File: config.mk
export PLATFORM = sky130hd
export DESIGN_NAME = pors_power_on_reset_sequencer
export DESIGN_NICKNAME = d
export VERILOG_FILES = /design/src/pors_pkg.sv /design/src/pors_power_on_reset_sequencer.sv
export VERILOG_INCLUDE_DIRS = /design/src
export SDC_FILE = /design/constraint.sdc
export NUM_CORES = 1
export LEC_CHECK = 0
export BUFFER_PORTS_ARGS = -buffer_cell sky130_fd_sc_hd__buf_2
export CAP_MARGIN = 5
export CORE_ASPECT_RATIO = 0.5
export CORE_UTILIZATION = 45
export DETAILED_ROUTE_END_ITERATION = 8
export GPL_ROUTABILITY_DRIVEN = 1
export PLACE_DENSITY = 0.65
export SLEW_MARGIN = 10
export SYNTH_ARGS = -nofsm -noshare
export SYNTH_HDL_FRONTEND = slang
export SYNTH_SLANG_ARGS = --single-unit
File: constraint.sdc
create_clock -name ref_clk -period 2.7 [get_ports ref_clk]
set_clock_uncertainty 0.15 [all_clocks]
set_input_delay 0.27 -clock ref_clk [delete_from_list [all_inputs] [get_ports ref_clk]]
set_output_delay 0.27 -clock ref_clk [all_outputs]
set_load 0.1 [all_outputs]
File: src/pors_defines.svh
// Purpose: Constants for the power-on reset sequencer.
// Assumes: Reference clock of 20 MHz.
// Notes:   Timing counts derive from the times in their own units.
// Contract
// RL1: While power-on sense is low the chip stays in system reset with all outputs high impedance or low.
// RL2: The master PLL leaves reset on the rising edge of power-on sense while the rest stays in reset.
// RL3: After that edge all logic other than the master PLL stays in reset for a further 100 ms.
// RL4: When the 100 ms wait ends the processor resets are released and the processor boots.
// RL5: Power-up initialization selects normal power mode with full-rate processor clocks and processor resets released.
// RL6: Clocks outside the processor domain come up disabled with resets asserted until software enables them.
// RL7: The same clock and reset defaults are applied on every system reset without a power cycle, watchdog included.
// RL8: The processor boots from flash, then enables the other clocks, and software alone picks low-power mode.
// RL9: The external monitor keeps power-on sense low until every supply is at its minimum level.
// RL10: The supply warning arrives at least 500 us before the supplies leave specification.
// RL11: On a supply warning the micromirror array is parked before power is lost. The code acts on the warning only in the run state.
// RL12: Power-on sense is synchronised and the 100 ms hold is timed by a counter held in reset while sense is low.
`ifndef PORS_DEFINES_SVH
`define PORS_DEFINES_SVH
`define PORS_CLK_HZ       20000000
`define PORS_HOLD_MS      100
`define PORS_HOLD_CYCLES  ((`PORS_CLK_HZ / 1000) * `PORS_HOLD_MS)
`define PORS_CNT_W        22
`define PORS_DOMAIN_W     8
`define PORS_DOMAINS_OFF  8'h00
`define PORS_MODE_NORMAL  1'b0
`endif

File: src/pors_pkg.sv
// Purpose: Types for the power-on reset sequencer.
// Assumes: Nothing beyond the defines header.
// Notes:   The control struct groups the PLL reset, processor reset, I/O enable and power-mode outputs.
`include "pors_defines.svh"
package pors_pkg;
	typedef enum logic [2:0] {PORS_OFF, PORS_PLL_WAIT, PORS_RUN, PORS_PARK, PORS_PARKED} pors_state_t;
	typedef struct packed {
		logic masterPllReset;
		logic cpuReset;
		logic ioEnable;
		logic lowPowerMode;
	} pors_ctrl_t;
endpackage : pors_pkg

File: src/pors_power_on_reset_sequencer.sv
// Purpose: Sequences system resets from power-on sense and parks the mirrors on a supply warning seen in the run state.
// Assumes: Sense and warning are asynchronous pins; software controls arrive on ref_clk.
// Notes:   Peripheral clocks stay off until the processor enables them.
`timescale 1ns/1ps
module pors_power_on_reset_sequencer
	import pors_pkg::*;
#(
	parameter int unsigned HOLD_CYCLES = `PORS_HOLD_CYCLES,
	parameter int unsigned DOMAINS     = `PORS_DOMAIN_W
) (
	input  wire logic                 ref_clk,
	input  wire logic                 reset,
	input  wire logic                 powerOnSense,
	input  wire logic                 supplyWarning,
	input  wire logic                 watchdogReset,
	input  wire logic [DOMAINS-1:0]   swClockEnable,
	input  wire logic [DOMAINS-1:0]   swResetRelease,
	input  wire logic                 swLowPowerReq,
	input  wire logic                 mirrorParkDone,
	output pors_ctrl_t                ctrl,
	output logic      [DOMAINS-1:0]   domainClockEnable,
	output logic      [DOMAINS-1:0]   domainReset,
	output logic                      mirrorParkReq,
	output logic                      systemReady
);
	// ------------------------------------------------------------
	// Pin synchronisers
	// ------------------------------------------------------------
	logic senseMeta;
	logic sense;
	logic senseDly;
	logic warnMeta;
	logic warn;
	always_ff @(posedge ref_clk) begin
		if (reset) begin
			senseMeta <= 1'b0;
			sense     <= 1'b0;
			senseDly  <= 1'b0;
			warnMeta  <= 1'b0;
			warn      <= 1'b0;
		end else begin
			senseMeta <= powerOnSense; // [RL12]
			sense     <= senseMeta;
			senseDly  <= sense;
			warnMeta  <= supplyWarning;
			warn      <= warnMeta;
		end
	end
	logic senseRise;
	assign senseRise = sense & ~senseDly;

	// ------------------------------------------------------------
	// Sequencer
	// ------------------------------------------------------------
	pors_state_t state;
	logic [`PORS_CNT_W-1:0] holdCnt;
	logic holdDone;
	assign holdDone = (holdCnt >= `PORS_CNT_W'(HOLD_CYCLES - 1));

	// Counter only runs in the PLL wait and is cleared whenever sense drops.
	always_ff @(posedge ref_clk) begin
		if (reset || !sense || state != PORS_PLL_WAIT) begin
			holdCnt <= '0; // [RL12]
		end else if (!holdDone) begin
			holdCnt <= holdCnt + `PORS_CNT_W'(1); // [RL3]
		end
	end

	always_ff @(posedge ref_clk) begin
		if (reset || !sense) begin
			state <= PORS_OFF; // [RL1]
		end else begin
			unique case (state)
				PORS_OFF: begin
					if (senseRise) begin
						state <= PORS_PLL_WAIT; // [RL2]
					end
				end
				PORS_PLL_WAIT: begin
					if (holdDone) begin
						state <= PORS_RUN; // [RL4]
					end
				end
				PORS_RUN: begin
					if (warn) begin
						state <= PORS_PARK; // [RL11]
					end else if (watchdogReset) begin
						state <= PORS_PLL_WAIT; // [RL7]
					end
				end
				PORS_PARK: begin
					if (mirrorParkDone) begin
						state <= PORS_PARKED;
					end
				end
				PORS_PARKED: begin
					state <= PORS_PARKED;
				end
			endcase
		end
	end

	// ------------------------------------------------------------
	// Outputs
	// ------------------------------------------------------------
	logic running;
	assign running = (state == PORS_RUN);

	// A watchdog reset reapplies all defaults, including peripheral domains.
	always_ff @(posedge ref_clk) begin
		if (reset || !running || watchdogReset) begin
			domainClockEnable <= `PORS_DOMAINS_OFF; // [RL6] [RL7]
			domainReset       <= ~`PORS_DOMAINS_OFF;
		end else begin
			domainClockEnable <= swClockEnable; // [RL8]
			domainReset       <= ~swResetRelease;
		end
	end

	always_ff @(posedge ref_clk) begin
		if (reset || !running || watchdogReset) begin
			ctrl.lowPowerMode <= `PORS_MODE_NORMAL; // [RL5]
		end else begin
			ctrl.lowPowerMode <= swLowPowerReq; // [RL8]
		end
	end

	always_ff @(posedge ref_clk) begin
		if (reset) begin
			ctrl.masterPllReset <= 1'b1;
			ctrl.cpuReset       <= 1'b1;
			ctrl.ioEnable       <= 1'b0;
			mirrorParkReq       <= 1'b0;
			systemReady         <= 1'b0;
		end else begin
			ctrl.masterPllReset <= (state == PORS_OFF) && !senseRise; // [RL2]
			ctrl.cpuReset       <= !(running || state == PORS_PARK) || (running && watchdogReset); // [RL4] [RL5]
			ctrl.ioEnable       <= (state != PORS_OFF) && (state != PORS_PLL_WAIT); // [RL1]
			// The request stays up once parked so the mirrors are not released before power goes.
			mirrorParkReq       <= (state == PORS_PARK) || (state == PORS_PARKED) || (running && warn); // [RL11]
			systemReady         <= running;
		end
	end
endmodule : pors_power_on_reset_sequencer

# After elaboration in Yosys (flattened, before gate mapping)
# Index checks and enable logic that the tools add are counted.
classes:
  order_cmp: 1
  n_eq_ne: 9
  bitwise: 3
  mux: 6
  reduce_logical: 19
  add_sub_neg: 1
ops:
  columns: ["operator", "count"]
  rows:
  - ["adder 22 x 1 -> 22 bit (second input constant)", 1]
  - [">= comparator 22 x 21 -> 1 bit (second input constant)", 1]
  - ["two-way mux 3 bit", 5]
  - ["case mux 3 bit (5 select lines)", 1]
  - ["logical OR 1 bit", 8]
  - ["NOT 8 bit", 1]
  - ["== test 3 x 2 -> 1 bit (second input constant)", 2]
  - ["!= test 2 bit (second input constant)", 3]
  - ["logical AND 1 bit", 4]
  - ["zero test 1 bit", 4]
  - ["AND reduction 4 bit", 1]
  - ["== test 3 x 1 -> 1 bit (second input constant)", 1]
  - ["== test 3 bit (second input constant)", 1]
  - ["zero test 3 bit", 1]
  - ["!= test 3 x 1 -> 1 bit (second input constant)", 1]
  - ["!= test 3 bit (second input constant)", 1]
  - ["nonzero test 3 bit", 1]
  - ["AND 1 bit", 1]
  - ["NOT 1 bit", 1]
totals:
  ff_bits: 52
  elab_cells: 54
  in_bits: 23

# Logic depth before layout (Yosys ltp)
depth:
  depth_word: 4
  depth_mapped: 7
  ltp_nobuf: 6

# Worst setup path before layout
# OpenSTA, ideal clock, no wires.
synth_path:
  path_kind: "flip-flop to flip-flop"
  startpoint: "register holdCnt[11]"
  endpoint: "register holdCnt[2]"
  arrival_time_ps: 1972
  setup_slack_ps: 508
  period_less_slack_ps: 2192
  stages_incl_launch_ff: 7
  setup_ps: 70
  path_cell_list: "dfxtp_1 > or4_4 > a221oi_4 > nor3_2 > buf_6 > or4_1 > a21oi_1"
synth_via:
  elab_chain_len: 1
synth_rtl:
  columns: ["element", "line", "rtl"]
  rows:
  - ["start, declared", "pors_power_on_reset_sequencer.sv:56", "logic [`PORS_CNT_W-1:0] holdCnt;"]
  - ["start signal, assigned", "pors_power_on_reset_sequencer.sv:65", "holdCnt <= holdCnt + `PORS_CNT_W'(1);"]
  - [">= comparator 22 x 21 -> 1 bit", "pors_power_on_reset_sequencer.sv:58", "assign holdDone = (holdCnt >= `PORS_CNT_W'(HOLD_CYCLES - 1));"]
# No other way between the ends.
# A chain may end at the register's enable or synchronous reset.

# Worst setup path in the final report
layout_path:
  startpoint: "register holdCnt[11]"
  endpoint: "register holdCnt[9]"
# Same word-level chain as after synthesis.

==> flow_summary.json <==
{
  "setup_violations": 0,
  "cp_num_buf_inv": 0,
  "violations": "DRC",
  "wirelength_mm": 4.42,
  "multiInputGateArea_um2": 1010,
  "dp_hpwl_mm": 3.07,
  "hp-class": "in2reg",
  "synth.most_common_cell": "dfxtp_1",
  "p_per_area_nw_per_um2": 519,
  "synth_top_area_share_pct": 49.3,
  "rows": 17,
  "syn_inst": 233,
  "drive_above_1_share_pct": 20.8,
  "vias": 1862,
  "ir_worst_vdd_mv": 0.340,
  "maxSlewViolCount": 0,
  "grt_max_degree": 19,
  "initial_core_util_pct": 47.5,
  "cts.sinks": 52,
  "synthToLayoutAreaGrowth_pct": 23.1,
  "timing.fmax_mhz": 424,
  "insertion_delay_ns": 0.30,
  "dieWidth_um": 98.8,
  "grt_overflow_total": 0,
  "num_antenna_cells": 0,
  "drc_errors": 1,
  "worst_slew_pin_slew_ns": 0.782,
  "synthTopCellsByCount": "52 x dfxtp_1, 25 x nand2_1, 17 x nor2_1",
  "grt_usage_pct": 18.2,
  "cp_top_family": "simple AND/OR/NAND/NOR gates",
  "start_kind": "flop",
  "cts_max_level": 2,
  "post_cts_buffers": 0,
  "ys_seq_elements": 52,
  "worstPathCellList": "or4_4, a221oi_4, nor3_2, or4_1, a21oi_1",
  "critPathSlowestCell": "or4_4",
  "slowest_delay_ns": 0.56,
  "drtAntennaViolNets": 0,
  "gp_congestion": 0.834,
  "async_flop_share_pct": 0,
  "syn_area_um2": 2110,
  "path_max_fanout": 12,
  "wl_per_cell_um": 12.8,
  "viasPerCell": 5.38,
  "status": "finished with violations",
  "ff_latch_area_um2": 1040,
  "die_area_um2": 4980,
  "cts_root_buf": "clkbuf_8",
  "n_fill_cell": 393,
  "cts_tree": "built",
  "cts_max_path_buffers": 2,
  "clk_pin_slew_worst_paths_ns": 0.09,
  "cp.required_ns": 2.80,
  "syn_area_per_cell_um2": 9.05,
  "port_buffers": 44,
  "hold_viol_final": 0,
  "grt_pass1_vias": 1639,
  "io_pins": 45,
  "layout.nets": 312,
  "critPathCaptureType": "flop",
  "synth_area_leader_cell": "dfxtp_1",
  "period_needed_ns": 2.36,
  "yosysSeqAreaShare_pct": 49.3,
  "maxCapViolations": 0,
  "grt_pass1_wl_mm": 7.04,
  "ys_dominant_reg_cell": "dfxtp_1",
  "die_h_um": 50.4,
  "grt_setup_unrepaired": "false",
  "synth_cell_type_count": 40,
  "critPathArrivalTime_ns": 2.45,
  "drt_iter0_markers": 73,
  "p_leak_nw": 0.950,
  "max_slew_margin_pct": 47.2,
  "cts-resized-gates": 0,
  "power_w": 0.00135,
  "grt_antenna_before_repair": 0,
  "finalSetupTns_ns": 0,
  "netlist_top_cells_area": "dfxtp_1 49%, nand2_1 4.4%, nor2_1 3.0%, and2_1 3.0%, a21oi_1 2.8%",
  "r2r_slack_ns": 0.34,
  "core_area_um2": 4450,
  "cts_inserted_buffers": 5,
  "hold_buffers": 9,
  "synth_enable_flop_cells": 0,
  "synth.net_count": 257,
  "ys.warnings.count": 0,
  "finalCritPeriodShare_pct": 87.3,
  "worst-setup-path-type": "reg2reg",
  "firstDrtPassIters": 6
}
## state kept, by name, summed over array words and instances, names as in the netlist
| signal | flops |
|---|---|
| ctrl | 4 |
| domainClockEnable | 8 |
| domainReset | 8 |
| holdCnt | 22 |
| mirrorParkReq | 1 |
| sense | 1 |
| senseDly | 1 |
| senseMeta | 1 |
| state | 3 |
| systemReady | 1 |
| warn | 1 |
| warnMeta | 1 |
## through the flow
step | std cells | hold slack (ns) | utilization (%) | cell area [um^2] | setup slack (ns)
floorplan | 233 | 0.182 | - | 2110 | 0.508
global placement | 328 | 0.269 | 53.6 | 2380 | 0.442
detailed placement | 328 | 0.272 | 53.6 | 2380 | 0.362
CTS | 345 | 0.0000942 | 58.2 | 2590 | 0.337
global route | 346 | 0.00180 | 58.4 | 2600 | 0.213
finish | 346 | 0.00483 | 58.4 | 2600 | 0.344
## cells by family (layout without fill, tap and decap cells)
| family | count (synthesis) | count (layout) | synth area share (%) |
|---|---|---|---|
| XOR/XNOR | 2 | 2 | 0.831 |
| AO/OA/AOI/OAI | 45 | 45 | 14.9 |
| multiplexers | 6 | 6 | 2.91 |
| flip-flops | 52 | 52 | 49.3 |
| buffers and inverters | 16 | 72 | 3.20 |
| AND/OR/NAND/NOR | 111 | 111 | 28.2 |
| adder cells (fa/ha/maj) | 1 | 1 | 0.593 |
## final timing paths
| path | depth (start not counted) | from | endpoint |
|---|---|---|---|
| worst max register to register | 5 | holdCnt[11]$_SDFFE_PP0N_ | holdCnt[9]$_SDFFE_PP0N_ |
| worst max-delay path | 5 | holdCnt[11]$_SDFFE_PP0N_ | holdCnt[9]$_SDFFE_PP0N_ |
| worst min-delay path | 2 | swClockEnable[5] | domainClockEnable[5]$_SDFF_PP0_ |
| worst min register to register | 1 | senseMeta$_SDFF_PP0_ | sense$_SDFF_PP0_ |
## routing by layer
layer	vias up	GRT usage [%]	share of wire, %
li1	941	-	-
met5	-	0	0
met2	60	29.0	45
met4	0	6.97	0.77
met1	856	22.4	49
met3	5	6.82	5.3
## layout make-up
| class | count | share of cell area (%) |
|---|---|---|
| flip-flops and latches | 52 | 40.1 |
| clock inverters | 2 | 1.49 |
| well taps | 57 | 2.75 |
| multi-input cells | 165 | 38.8 |
| clock buffers | 6 | 2.80 |
| repair buffers | 56 | 12.9 |
| inverters | 8 | 1.16 |
## where the power goes
part           internal, W  switching, W  leakage (nW)
Sequential        0.000770    0.00000162         0.420
Clock             0.000280      0.000256        0.0558
Combinational    0.0000247     0.0000144         0.474
## layout by cell type, fill, tap and decap left out, types with 7 or more instances in the layout
master and instances:
nor2_1 17, or4_1 7, and2_1 10, dfxtp_1 52
nand3_1 10, nand2b_1 7, inv_1 8, buf_2 44
nand2_1 25, a21oi_1 12, or3_1 8, o21ai_0 9
o31ai_1 7, dlygate4sd3_1 10
Note: power is estimated with default switching activity, not from simulation.
